--- config.mk ---
export PLATFORM = sky130hd
export DESIGN_NAME = gpc_bank
export DESIGN_NICKNAME = d
export VERILOG_FILES = /design/src/inc/gpc_pkg.sv /design/src/rtl/gpc_bank.sv
export VERILOG_INCLUDE_DIRS = /design/src /design/src/inc
export SDC_FILE = /design/constraint.sdc
export NUM_CORES = 1
export LEC_CHECK = 0
export BUFFER_PORTS_ARGS = -buffer_cell sky130_fd_sc_hd__buf_2
export CAP_MARGIN = 20
export CORE_MARGIN = 2
export CORE_UTILIZATION = 30
export CTS_CLUSTER_DIAMETER = 40
export DETAILED_ROUTE_END_ITERATION = 7
export PLACE_DENSITY = 0.62
export RECOVER_POWER = 50
export SYNTH_ARGS = -nofsm -noshare
export SYNTH_HDL_FRONTEND = slang
export SYNTH_SLANG_ARGS = --single-unit
--- constraint.sdc ---
create_clock -name clk_sys -period 3.7 [get_ports clk_sys]
set_input_delay 0.74 -clock clk_sys [delete_from_list [all_inputs] [get_ports clk_sys]]
set_output_delay 0.74 -clock clk_sys [all_outputs]
set_load 0.05 [all_outputs]
--- src/inc/gpc_params.svh ---
// Offsets, field positions, reset values and masks of the pin config bank
`ifndef GPC_PARAMS_SVH
`define GPC_PARAMS_SVH

// ----------------------------------------------------------------
// Register indices (byte address is four times the index)
// ----------------------------------------------------------------
`define GPC_IDX_PIN_1_1 8'h21
`define GPC_IDX_PIN_1_2 8'h22
`define GPC_IDX_PIN_1_3 8'h23
`define GPC_IDX_PIN_1_4 8'h24
`define GPC_IDX_PIN_1_5 8'h25
`define GPC_IDX_PIN_1_6 8'h26
`define GPC_IDX_PIN_1_7 8'h27
`define GPC_IDX_PIN_2_0 8'h28
`define GPC_IDX_PIN_2_1 8'h29
`define GPC_IDX_PIN_2_2 8'h2A
`define GPC_IDX_DATA_1 8'h35
`define GPC_IDX_DATA_2 8'h36

// ----------------------------------------------------------------
// Field positions
// ----------------------------------------------------------------
`define GPC_BIT_DIR 0
`define GPC_BIT_POL 1
`define GPC_BIT_FN_LO 2
`define GPC_BIT_FN_HI 3
`define GPC_BIT_OD 7

// ----------------------------------------------------------------
// Reset values and writable masks
// ----------------------------------------------------------------
`define GPC_RST_GRP1 8'h01
`define GPC_RST_GRP2 8'h04
`define GPC_RST_DATA 10'h000
`define GPC_MASK_PLAIN 8'h83
`define GPC_MASK_FN1 8'h87
`define GPC_MASK_FN2 8'h8F

`endif

--- src/inc/gpc_pkg.sv ---
// Types shared by the pin config bank
package gpc_pkg;

  typedef enum logic [1:0]
  {
    GPC_IDLE = 2'b01,
    GPC_ACK = 2'b10
  } gpc_bus_e;

  typedef struct packed
  {
    logic od;
    logic [1:0] fn;
    logic pol;
    logic dir_in;
  } gpc_pin_cfg_s;

  typedef struct packed
  {
    logic fan_speed_input_1;
    logic fan_speed_input_2;
    logic display_link_data_5v;
    logic display_link_clock_5v;
    logic display_link_data_3v;
    logic edge_event_input_0;
  } gpc_alt_in_s;

endpackage

--- src/rtl/gpc_bank.sv ---
// Pin configuration bank for ten general purpose pins with Avalon-MM slave
//
// The Avalon-MM register port was chosen for this implementation.
`timescale 1ns/1ps
`default_nettype none
`include "gpc_params.svh"

// Function
// - Config bit 0 sets direction: one is input, zero is output.
// - Config bit 1 inverts the value between pin and data bit.
// - Config bit 7 selects open-drain, otherwise push-pull output driver.
// - Pin 1.6 bit 2 routes the pin to fan speed input 1.
// - Pin 1.7 bit 2 routes the pin to fan speed input 2.
// - Pin 2.0 bit 2 makes the pin the 5 V display data line.
// - Pin 2.1 field 3:2 picks GPIO, 5 V display clock, edge event.
// - Pin 2.2 field 3:2 picks GPIO, 3.3 V display data, edge event.
// - Pin values live in data registers; group 1 data resets to zero.
module gpc_bank
  import gpc_pkg::*;
(
  input wire logic clk_sys,
  input wire logic arst_n,
  input wire logic [9:0] avs_address,
  input wire logic avs_read,
  input wire logic avs_write,
  input wire logic [31:0] avs_writedata,
  input wire logic [3:0] avs_byteenable,
  output logic [31:0] avs_readdata,
  output logic avs_waitrequest,
  input wire logic [9:0] pin_in,
  output logic [9:0] pin_out,
  output logic [9:0] pin_oe,
  input wire logic display_link_data_5v_low,
  input wire logic display_link_clock_5v_low,
  input wire logic display_link_data_3v_low,
  output gpc_alt_in_s alt_in
);

  // ----------------------------------------------------------------
  // Constant tables per pin (bit 0 = pin 1.1 ... bit 9 = pin 2.2)
  // ----------------------------------------------------------------
  localparam logic [7:0] CFG_IDX [10] = '{
    `GPC_IDX_PIN_1_1, `GPC_IDX_PIN_1_2, `GPC_IDX_PIN_1_3,
    `GPC_IDX_PIN_1_4, `GPC_IDX_PIN_1_5, `GPC_IDX_PIN_1_6,
    `GPC_IDX_PIN_1_7, `GPC_IDX_PIN_2_0, `GPC_IDX_PIN_2_1,
    `GPC_IDX_PIN_2_2};
  localparam logic [7:0] CFG_MASK [10] = '{
    `GPC_MASK_PLAIN, `GPC_MASK_PLAIN, `GPC_MASK_PLAIN,
    `GPC_MASK_PLAIN, `GPC_MASK_PLAIN, `GPC_MASK_FN1,
    `GPC_MASK_FN1, `GPC_MASK_FN1, `GPC_MASK_FN2,
    `GPC_MASK_FN2};
  localparam logic [7:0] CFG_RST [10] = '{
    `GPC_RST_GRP1, `GPC_RST_GRP1, `GPC_RST_GRP1,
    `GPC_RST_GRP1, `GPC_RST_GRP1, `GPC_RST_GRP1,
    `GPC_RST_GRP1, `GPC_RST_GRP2, `GPC_RST_GRP2,
    `GPC_RST_GRP2};

  // ----------------------------------------------------------------
  // Bus handshake
  // ----------------------------------------------------------------
  gpc_bus_e st_q;
  gpc_bus_e st_d;
  logic [31:0] rdata_q;
  logic [31:0] rdata_d;
  wire logic req_w;
  wire logic wr_fire_w;
  wire logic [7:0] idx_w;
  wire logic wbyte_w;
  wire logic [7:0] wdat_w;

  assign req_w = avs_read | avs_write;
  assign idx_w = avs_address[9:2];
  assign wbyte_w = avs_write & avs_byteenable[0];
  assign wdat_w = avs_writedata[7:0];
  // Request completes in the cycle after it is first seen
  assign avs_waitrequest = req_w & (st_q != GPC_ACK);
  assign wr_fire_w = wbyte_w & (st_q == GPC_ACK);
  assign avs_readdata = rdata_q;

  always_comb
  begin
    st_d = GPC_IDLE;
    unique case (st_q)
      GPC_IDLE:
      begin
        if (req_w)
        begin
          st_d = GPC_ACK;
        end
      end
      GPC_ACK:
      begin
        st_d = GPC_IDLE;
      end
      default:
      begin
        st_d = GPC_IDLE;
      end
    endcase
  end

  always_ff @(posedge clk_sys or negedge arst_n)
  begin
    if (!arst_n)
    begin
      st_q <= GPC_IDLE;
    end
    else
    begin
      st_q <= st_d;
    end
  end

  // ----------------------------------------------------------------
  // Configuration registers and per-pin drive
  // ----------------------------------------------------------------
  logic [7:0] cfg_q [10];
  logic [9:0] data_q;
  logic [9:0] data_d;
  wire logic [9:0] cfg_hit_w;
  wire logic [9:0] alt_on_w;
  wire logic [9:0] alt_low_w;
  wire logic [9:0] disp_mode_w;
  wire logic [9:0] logic_val_w;
  wire logic [31:0] rd_acc_w [11];
  gpc_pin_cfg_s pcfg_w [10];

  assign rd_acc_w[0] = 32'h0000_0000;
  assign alt_low_w = {display_link_data_3v_low, display_link_clock_5v_low,
                      display_link_data_5v_low, 7'h00} & disp_mode_w;

  genvar gi;
  generate
    for (gi = 0; gi < 10; gi++)
    begin : g_pin
      wire logic level_w;
      wire logic gp_drive_w;
      assign cfg_hit_w[gi] = (idx_w == CFG_IDX[gi]);
      // Stored value is already masked, so reserved bits read zero
      assign pcfg_w[gi] = '{od: cfg_q[gi][`GPC_BIT_OD],
                           fn: cfg_q[gi][`GPC_BIT_FN_HI:`GPC_BIT_FN_LO],
                           pol: cfg_q[gi][`GPC_BIT_POL],
                           dir_in: cfg_q[gi][`GPC_BIT_DIR]};
      // Field 11 is reserved and leaves the pin as GPIO
      assign alt_on_w[gi] = pcfg_w[gi].fn[0] ^ pcfg_w[gi].fn[1];
      assign disp_mode_w[gi] = pcfg_w[gi].fn == 2'b01;
      assign level_w = data_q[gi] ^ pcfg_w[gi].pol;
      assign gp_drive_w = ~pcfg_w[gi].dir_in & ~alt_on_w[gi];
      // Open drain drives low only and releases for high
      assign pin_oe[gi] = alt_on_w[gi] ? alt_low_w[gi]
                        : gp_drive_w & (~pcfg_w[gi].od | ~level_w);
      assign pin_out[gi] = ~alt_on_w[gi] & ~pcfg_w[gi].od & level_w;
      // Input pins show the pin, output pins the stored value
      assign logic_val_w[gi] = pcfg_w[gi].dir_in ?
                               (pin_in[gi] ^ pcfg_w[gi].pol)
                               : data_q[gi];
      assign rd_acc_w[gi + 1] = rd_acc_w[gi] |
                                (cfg_hit_w[gi] ? {24'h00_0000, cfg_q[gi]}
                                               : 32'h0000_0000);

      always_ff @(posedge clk_sys or negedge arst_n)
      begin
        if (!arst_n)
        begin
          cfg_q[gi] <= CFG_RST[gi];
        end
        else if (wr_fire_w && cfg_hit_w[gi])
        begin
          cfg_q[gi] <= wdat_w & CFG_MASK[gi];
        end
      end
    end
  endgenerate

  // ----------------------------------------------------------------
  // Data registers
  // ----------------------------------------------------------------
  wire logic hit_d1_w;
  wire logic hit_d2_w;
  wire logic [7:0] data1_rd_w;
  wire logic [7:0] data2_rd_w;

  assign hit_d1_w = idx_w == `GPC_IDX_DATA_1;
  assign hit_d2_w = idx_w == `GPC_IDX_DATA_2;
  // Pin 1.n sits at bit n; bit 0 belongs to a pin outside this bank
  assign data1_rd_w = {logic_val_w[6:0], 1'b0};
  assign data2_rd_w = {5'h00, logic_val_w[9:7]};

  always_comb
  begin
    data_d = data_q;
    if (wr_fire_w && hit_d1_w)
    begin
      data_d[6:0] = wdat_w[7:1];
    end
    if (wr_fire_w && hit_d2_w)
    begin
      data_d[9:7] = wdat_w[2:0];
    end
  end

  always_comb
  begin
    rdata_d = rd_acc_w[10];
    if (hit_d1_w)
    begin
      rdata_d = {24'h00_0000, data1_rd_w};
    end
    else if (hit_d2_w)
    begin
      rdata_d = {24'h00_0000, data2_rd_w};
    end
  end

  always_ff @(posedge clk_sys or negedge arst_n)
  begin
    if (!arst_n)
    begin
      data_q <= `GPC_RST_DATA;
      rdata_q <= 32'h0000_0000;
    end
    else
    begin
      data_q <= data_d;
      if (avs_read && st_q == GPC_IDLE)
      begin
        rdata_q <= rdata_d;
      end
    end
  end

  // ----------------------------------------------------------------
  // Alternate function inputs
  // ----------------------------------------------------------------
  gpc_alt_in_s alt_d;

  assign alt_d.fan_speed_input_1 = alt_on_w[5] & pin_in[5];
  assign alt_d.fan_speed_input_2 = alt_on_w[6] & pin_in[6];
  assign alt_d.display_link_data_5v = disp_mode_w[7] & pin_in[7];
  assign alt_d.display_link_clock_5v = disp_mode_w[8] & pin_in[8];
  assign alt_d.display_link_data_3v = disp_mode_w[9] & pin_in[9];
  assign alt_d.edge_event_input_0 =
    (pcfg_w[8].fn == 2'b10 & pin_in[8]) |
    (pcfg_w[9].fn == 2'b10 & pin_in[9]);

  always_ff @(posedge clk_sys or negedge arst_n)
  begin
    if (!arst_n)
    begin
      alt_in <= '0;
    end
    else
    begin
      alt_in <= alt_d;
    end
  end
endmodule
`default_nettype wire

==> results.cfg, run 1 <==
[floorplanning]
core-area_um2 = 11500
fp-row-count = 39
start_util_pct = 30.9
fp.dieW_um = 113
pin_count = 122
die_area_um2 = 12700
die_y_um = 113

[clocking]
clk_pin_slew_ns = 0.05
numCtsBuffers = 9
post_cts_buffers = 0
root_buffer = clkbuf_16
cts_resized = 0
h-tree-depth = 3
cts_buffer_depth = 2
cts_sinks = 63
clk_latency_ns = 0.33
cts_hold_buf = 0
cts_tree = yes

[run_status]
status = finished, violations left
violations = design-rule violations

[finish]
area_delta_synth_final_pct = 18.1
layout-drive-gt1-share_pct = 31.8
antenna_cells = 0
seq_area_um2 = 1590
fillers = 1162
multiInputGateArea_um2 = 1780
final_util_pct = 36.5
finalNonFillerCells = 546
nets = 465

[drt]
wl_mm = 9.11
antenna_left = 0
wl_per_cell_um = 16.7
vias = 2704
vias_per_cell = 4.95
drt_iter0_drc = 154
drtPass1Iterations = 8
drc_errors = 10

[synth]
synth_seq_cells = 63
synth_top_family_by_area = multiplexers
synth.top_cells.by_area = dfrtp_1 37%, mux2_2 14%, dfstp_2 8.1%, buf_4 5.5%, xor2_1 3.0%
syn_inst = 330
synth_warnings = 0
synth.largest_area_cell = dfrtp_1
synth_compound_area_share_pct = 10.9
synthAdderAreaFrac_pct = 1.41
synth_xor_area_share_pct = 4.92
ys_types = 42
ys_seq_area_share_pct = 44.7
yosys.area_share.simple_pct = 12.7
synth_area_um2 = 3560
synth_mux_area_share_pct = 17.5
synth_area_per_cell_um2 = 10.8
yosys.area.top_type_share_pct = 36.6

[sta]
setup_violations = 0
timing.fmax_ghz = 0.395
skew_ns = 0.00581
hold_ws_ns = 0.479
finalCriticalPeriod_ns = 2.53
rsz0062_at_grt = false
final_hold_viol_count = 0
drv_slew = 0
worst_pin_slew_ns = 1.41
slew_headroom_pct = 6.01
setup_tns_ns = 0
period_share_pct = 68.5

[power_and_ir_drop]
p_leak_uw = 0.00204
power_density_nw_per_um2 = 426
ir_worst_vdd_mv = 0.286

[global_routing]
overflow = 0
grt_pass1_vias = 2667
grt_pass1_wl_mm = 14.5
grt_max_degree = 49
track_usage_pct = 14.6
antenna_found_initial = 0

[critical_path]
r2r_setup_slack_ns = 1.54
max_stage_delay_ns = 1.10
critical_path_class = input port to async pin
worstPathCellList = clkbuf_1 > clkbuf_1
endpoint_kind = async pin
cp.required_ns = 3.89
crit_path_start_kind = input port
crit_arrival_ns = 2.72
path_depth = 2
crit_family = buffers and inverters
path_buf_inv = 2
crit_fanout = 26
cpMaxStageDelayCell = clkbuf_1
worstRegToRegCells = 5
cpMostUsedCell = clkbuf_1

[placed_design]
io_buffers = 68
place.gp.congestion = 0.859
dp.cells = 529
hpwl_mm = 6.81

[run]
drv_cap = 0

[min_path]
hold_class = flip-flop to flip-flop
hold_path_depth = 2
==> report_power, final <==
group          total, uW  leakage (uW)  switching, uW  internal, uW
logic                279       0.00108            212          67.6
registers            741      0.000825           22.2           718
clock network        769      0.000134            280           489
==> state kept, by name (all words and copies together) (netlist names) <==
name	cells
alt_in	6
avs_readdata	8
cfg_q	37
data_q	10
st_q	2
==> logic make-up after synthesis <==
group	after synthesis
compound gates	60
other cells	1
simple gates	82
fa+ha+maj	4
buf+inv	46
mux	54
xor+xnor	20
flops	63
==> worst min-delay path: cells and delay by family (launching register included) <==
family          cells  cell delay (ns)
flops               1             0.34
compound gates      1             0.05
simple gates        1             0.05
==> cells in the mapped netlist, drive strengths merged <==
cell type and number:
dfrtp 52, mux2 45, buf 31, nand2 20, a21oi 15, o21ai 13
nand3 12, xor2 12, dfstp 11, nor2 10, clkbuf 9, nor2b 9
xnor2 8, mux2i 7, nor3b 7, a22o 6, and2 6, and3 6
inv 6, a211oi 4, a22oi 4, ha 4, o22ai 4, o31ai 4
a31oi 3, and3b 3, nand2b 3, a2111oi 2, a32oi 2, mux4 2
nor3 2, a211o 1, a21o 1, a221o 1, conb 1, nand3b 1
nand4 1, nor4 1, or4b 1
==> per-layer routing <==
layer	track usage (%)	up-vias	wire length, um
met5	0	-	0
met4	3.17	0	85
met3	4.12	8	611
met2	22.6	94	4090
met1	20.6	1330	4320
li1	-	1272	-
==> through the flow <==
step	cell area, um^2	total power [uW]	setup slack, ns
CTS	4220	1800	1.20
detailed placement	3950	1030	0.871
global placement	3950	1030	0.871
floorplan	3640	963	0.984
global route	4200	1860	0.668
finish	4200	1790	1.17
==> layout by cell type (no fill, tap or decap), types with 6 or more instances in the layout <==
master	count
dfstp_2	9
nand3_1	12
xor2_1	12
buf_2	56
clkbuf_16	9
inv_1	6
nor2_1	10
nor3b_1	6
xnor2_1	8
nor2b_1	9
a21oi_1	15
mux2i_1	7
mux2_2	45
dfrtp_1	52
nand2_1	20
o21ai_0	13
a22o_1	6
conb_1	24
clkbuf_1	19
and3_1	6
==> final timing paths <==
check,startpoint,to
setup / recovery,arst_n,cfg_q[65]
hold / removal,avs_readdata[4],avs_readdata[4]
setup reg to reg,st_q[1],cfg_q[63]
hold reg to reg,avs_readdata[4],avs_readdata[4]
max in group clk_sys,avs_address[9],cfg_q[15]
min in group asynchronous,arst_n,cfg_q[7]
==> layout make-up <==
type / count / share of cell area (%)
Clock buffer: 15 / 6.37
Clock inverter: 1 / 0.119
Inverter: 6 / 0.536
Timing Repair Buffer: 74 / 8.55
Sequential cell: 63 / 37.9
Tap cell: 143 / 4.26
Multi-Input combinational cell: 244 / 42.3
(Power assumes the default switching activity.)
==> run 2: changes to the inputs <==
ABC_AREA = 1   (was not set)
clock period = 2.6 ns   (was 3.7 ns; I/O delays follow)
==> run 2 against run 1 <==
  * The flow finishes with violations (max-capacitance violations, max-slew violations)
  * Clock power up 42%
  * Via count up 15%
  * First-iteration DRC count down 19%
  * Clock-buffer cell count down 1
  * Design area up 2.4%
  * Sequential power up 39%
  * Critical path type is now flip-flop to output port
  * Register-to-register slack worse by 0.75 ns
  * Wire length up 5.3%
==> results.cfg, run 2 <==
[sta]
slew_headroom_pct = -5.77
skew_ns = 0.00598
drv_slew = 27
setup_tns_ns = 0
final_hold_viol_count = 0
timing.fmax_ghz = 0.430
period_share_pct = 89.4
setup_violations = 0
finalCriticalPeriod_ns = 2.32
worst_pin_slew_ns = 1.59
rsz0062_at_grt = false

[clocking]
root_buffer = clkbuf_16
numCtsBuffers = 9
cts_hold_buf = 0
cts_resized = 0
clk_latency_ns = 0.33
cts_buffer_depth = 2
clk_pin_slew_ns = 0.05
post_cts_buffers = 0
cts_tree = yes
h-tree-depth = 3
cts_sinks = 63

[synth]
yosys.area_share.simple_pct = 23.7
synth_ff_type = dfrtp_1
synth_compound_area_share_pct = 11.9
synth_mux_area_share_pct = 2.61
synth.largest_area_cell = dfrtp_1
synth_edf_count = 0
synthAdderAreaFrac_pct = 1.39
synth_top_family_by_area = simple AND/OR/NAND/NOR gates
synth.top_cells.by_area = dfrtp_1 36%, nand2_1 9.9%, dfstp_2 8.0%, o21ai_0 7.4%, inv_1 5.8%
syn_inst = 453
yosys.area.top_type_share_pct = 36.1
synth_xor_area_share_pct = 3.89
yosysMostFrequentCell = nand2_1
ys_seq_area_share_pct = 44.1
synth_area_um2 = 3600
synth_area_per_cell_um2 = 7.95
async_reset_ff_share_pct = 100
synth_warnings = 0
synth_common_cells = 95 x nand2_1, 56 x inv_1, 53 x o21ai_0
ys_types = 34
synth_seq_cells = 63

[drt]
vias_per_cell = 4.61
wl_mm = 9.60
drt_iter0_drc = 124
drtPass1Iterations = 4
wl_per_cell_um = 14.2
drc_errors = 0
antenna_left = 0
vias = 3123

[floorplanning]
start_util_pct = 30.4
core-area_um2 = 11900
die_area_um2 = 12900
die_y_um = 114
fp-row-count = 40
pin_count = 122
fp.dieW_um = 114

[placed_design]
io_buffers = 68
hpwl_mm = 7.26
place_area_um2 = 4050
place.gp.congestion = 0.884

[global_routing]
grt_max_degree = 38
antenna_found_initial = 0
track_usage_pct = 15.7
overflow = 0
grt_pass1_vias = 3009
grt_pass1_wl_mm = 15.6

[finish]
nets = 594
final_area_um2 = 4300
area_delta_synth_final_pct = 19.4
final_cell_mix = 95 x nand2_1, 58 x buf_2, 56 x inv_1
layout_commonest_cell = nand2_1
largest_reg_flops = 37
largest_register = cfg_q
antenna_cells = 0
layout-drive-gt1-share_pct = 19.0

[critical_path]
endpoint_kind = output port
critical_path_class = flip-flop to output port
cpMostUsedCell = inv_1
crit_path_start_kind = flip-flop
max_stage_delay_ns = 0.55
crit_arrival_ns = 1.80
cp.required_ns = 2.08
crit_fanout = 3
path_buf_inv = 3
crit_family = flip-flops
cpMaxStageDelayCell = dfstp_1
worstPathCellList = inv_1 > ha_1 > inv_1 > nor3_1 > buf_2

[min_path]
hold_class = input port to flip-flop

[run_status]
violations = max-capacitance violations, max-slew violations
status = finished, violations left

[run]
drv_cap = 1

[power_and_ir_drop]
p_leak_uw = 0.00208
power_density_nw_per_um2 = 572
ir_worst_vdd_mv = 0.243
run 2: stage by stage:
stage	cells	util, %	hold WS (ns)	worst slack [ns]	total power (uW)
6_report	678	36.3	0.411	0.275	2460
5_1_grt	678	36.3	0.415	0.123	2570
4_1_cts	678	36.4	0.243	0.264	2490
3_5_place_dp	663	34.1	0.472	0.613	1400
3_3_place_gp	663	34.1	0.466	0.620	1390
2_1_floorplan	476	-	0.224	0.0958	1300
run 2: path summary, 6_finish.rpt:
| kind | from | endpoint | slack (ns) | depth (start not counted) |
|---|---|---|---|---|
| min in group asynchronous | arst_n | alt_in[2] | 0.58 | 1 |
| setup / recovery | cfg_q[10] | pin_out[8] | 0.28 | 5 |
| hold / removal | pin_in[6] | alt_in[4] | 0.41 | 3 |
| setup reg to reg | st_q[0] | data_q[4] | 0.79 | 5 |
| max in group asynchronous | arst_n | cfg_q[2] | 1.05 | 2 |
| hold reg to reg | avs_readdata[2] | avs_readdata[2] | 0.48 | 2 |
run 2: kinds of logic (layout without fill, tap and decap cells):
group,count (synthesis),after routing
other,1,24
buffers and inverters,90,145
multiplexers,9,9
AO/OA/AOI/OAI,78,78
AND/OR/NAND/NOR,192,192
flip-flops,63,63
adder cells (fa/ha/maj),4,4
XOR/XNOR,16,16
run 2: metal layers:
| layer | wire [um] | vias to the layer above | share of wire [%] | track usage (%) |
|---|---|---|---|---|
| li1 | - | 1564 | - | - |
| met1 | 4450 | 1462 | 46 | 20.9 |
| met2 | 4540 | 89 | 47 | 25.5 |
| met3 | 534 | 8 | 5.6 | 3.83 |
| met4 | 81 | 0 | 0.84 | 4.31 |
| met5 | 0 | - | 0 | 0 |
run 2: worst min-delay path: stages:
cell     delay, ns
buf_2         0.09
nand2_1       0.05
inv_1         0.04
run 2: cell type report:
class / instances / area, um^2
fill: 1252 / 7560
multi-input combinational: 323 / 1650
sequential: 63 / 1590
timing repair buffer: 73 / 390
clock buffer: 14 / 264
inverter: 57 / 214
tap: 147 / 184
clock inverter: 1 / 5.00
run 2: power by group:
group	internal [uW]	leakage, uW	switching, uW
clock network	690	0.000133	398
registers	1010	0.000839	20.8
logic	76.8	0.00111	267
total	1780	0.00208	685
==> run 3: changes to the inputs <==
clock period = 2.2 ns   (was 2.6 ns; I/O delays follow)
==> run 3 against run 2 <==
  * The flow still finishes with violations (max-capacitance violations, max-slew violations)
  * Design area grew 2.0%
  * Hold slack lost 0.086 ns
  * Clock skew grew 0.0010 ns
  * Sequential share of layout area shrank 0.74 points
  * Non-clock buffer count grew 1
  * Register-to-register slack lost 0.30 ns
  * Setup slack lost 0.18 ns
  * Global-route usage shrank 0.36 points
  * Via count grew 0.22%
  * Sequential cell count is the same
  * First-iteration DRC count grew 9.7%
  * Final cell count grew 0.29%
==> results.cfg, run 3 (synthesis results as in run 2) <==
[critical_path]
cpMaxStageDelayCell = dfstp_2
cp.required_ns = 1.76
crit_fanout = 3
path_buf_inv = 3
worstRegToRegCells = 7
crit_arrival_ns = 1.66
rr_endpoint = cfg_q[9]
cpMostUsedCell = inv_1
worstPathCellList = inv_1 > ha_1 > inv_1 > nand3_1 > nand2_1 > buf_4
r2r_setup_slack_ns = 0.49
crit_path_start_kind = flip-flop
max_stage_delay_ns = 0.54
r2r_start = st_q[0]
crit_family = flip-flops
critical_path_class = flip-flop to output port
endpoint_kind = output port

[floorplanning]
core-area_um2 = 11900
start_util_pct = 30.4
die_y_um = 114
die_area_um2 = 12900
pin_count = 122
fp-row-count = 40
fp.dieW_um = 114

[run_status]
violations = max-capacitance violations, max-slew violations
status = finished, violations left

[finish]
area_delta_synth_final_pct = 21.8
antenna_cells = 0
layout-drive-gt1-share_pct = 20.8
final_cell_mix = 95 x nand2_1, 56 x buf_2, 55 x inv_1
fillers = 1251
final_area_um2 = 4390
largest_register = cfg_q
finalNonFillerCells = 680
nets = 595
largest_reg_flops = 37
layout_commonest_cell = nand2_1

[clocking]
root_buffer = clkbuf_16
cts_buffer_depth = 2
numCtsBuffers = 9
clk_pin_slew_ns = 0.05
cts_hold_buf = 0
h-tree-depth = 3
post_cts_buffers = 0
cts_sinks = 63
cts_tree = yes
clk_latency_ns = 0.33

[placed_design]
place_area_um2 = 4070
place.gp.congestion = 0.883
hpwl_mm = 7.00
io_buffers = 68
dp.cells = 664
post-place-ws_ns = 0.344

[global_routing]
antenna_found_initial = 0
grt_pass1_wl_mm = 15.3
grt_max_degree = 64
overflow = 0
track_usage_pct = 15.3
grt_pass1_vias = 3069

[drt]
wl_per_cell_um = 13.8
vias_per_cell = 4.60
vias = 3130
wl_mm = 9.37
drt_iter0_drc = 136
drc_errors = 0
drtPass1Iterations = 4
antenna_left = 0

[sta]
worst_slack_ns = 0.0959
final_hold_viol_count = 0
period_share_pct = 95.6
worst_pin_slew_ns = 1.55
slew_headroom_pct = -3.20
drv_slew = 64
skew_ns = 0.00698
timing.fmax_ghz = 0.475
rsz0062_at_grt = false
setup_tns_ns = 0
setup_violations = 0
finalCriticalPeriod_ns = 2.10

[min_path]
hold_path.startpoint = pin_in[5]
hold_path_depth = 3
hold_end = alt_in[5]
hold_class = input port to flip-flop

[power_and_ir_drop]
p_leak_uw = 0.00213
ir_worst_vdd_mv = 0.355
power_density_nw_per_um2 = 721

[run]
drv_cap = 1
-- run 3: layout make-up --
| class | count | area [um^2] | area share [%] |
|---|---|---|---|
| Clock inverter | 3 | 65.1 | 1.48 |
| Timing Repair Buffer | 74 | 407 | 9.26 |
| Multi-Input combinational cell | 323 | 1670 | 38.0 |
| Sequential cell | 63 | 1590 | 36.2 |
| Clock buffer | 13 | 260 | 5.93 |
| Tap cell | 147 | 184 | 4.19 |
| Inverter | 57 | 214 | 4.87 |
-- run 3: worst max-delay path by stage --
stage | cells past startpoint | end | startpoint | slack [ns]
finish | 6 | pin_oe[9] | cfg_q[2] | 0.1
global route | 6 | pin_oe[8] | cfg_q[10] | 0.0001
CTS | 5 | pin_out[8] | cfg_q[10] | 0.005
detailed placement | 5 | pin_out[9] | cfg_q[2] | 0.34
global placement | 5 | pin_out[9] | cfg_q[2] | 0.35
floorplan | 2 | pin_out[7] | cfg_q[17] | 0.16
-- run 3: worst register-to-register path, stage by stage (launching register included) --
cell     delay [ns]
dfstp_2        0.35
inv_1          0.14
nand2_1        0.09
nor2_2         0.29
buf_4          0.24
nand4_2        0.24
nand2_1        0.14
o21ai_0        0.09
-- run 3: routing by layer --
metal | vias to the layer above | track usage, % | wire length (um)
li1 | 1564 | - | -
met4 | 0 | 5.45 | 167
met1 | 1448 | 19.6 | 4180
met5 | - | 0 | 0
met3 | 12 | 3.77 | 651
met2 | 106 | 25.3 | 4370
-- run 3: what timing repair did --
action	4_1_cts	5_1_grt
setup endpoints to repair	1	4
pin swaps	0	2
gates resized for setup	1	10
-- run 3: power breakdown --
group | internal (uW) | total [uW] | switching (uW)
registers | 1190 | 1220 | 25.9
logic | 90.5 | 402 | 311
clock network | 1050 | 1540 | 492
total | 2340 | 3160 | 829
-- run 3: metrics by stage --
step	utilization (%)	total power, uW	hold slack, ns
floorplan	-	1530	0.144
global placement	34.3	1640	0.467
detailed placement	34.3	1650	0.478
CTS	37.1	3200	0.130
global route	37.0	3290	0.335
finish	37.0	3160	0.325
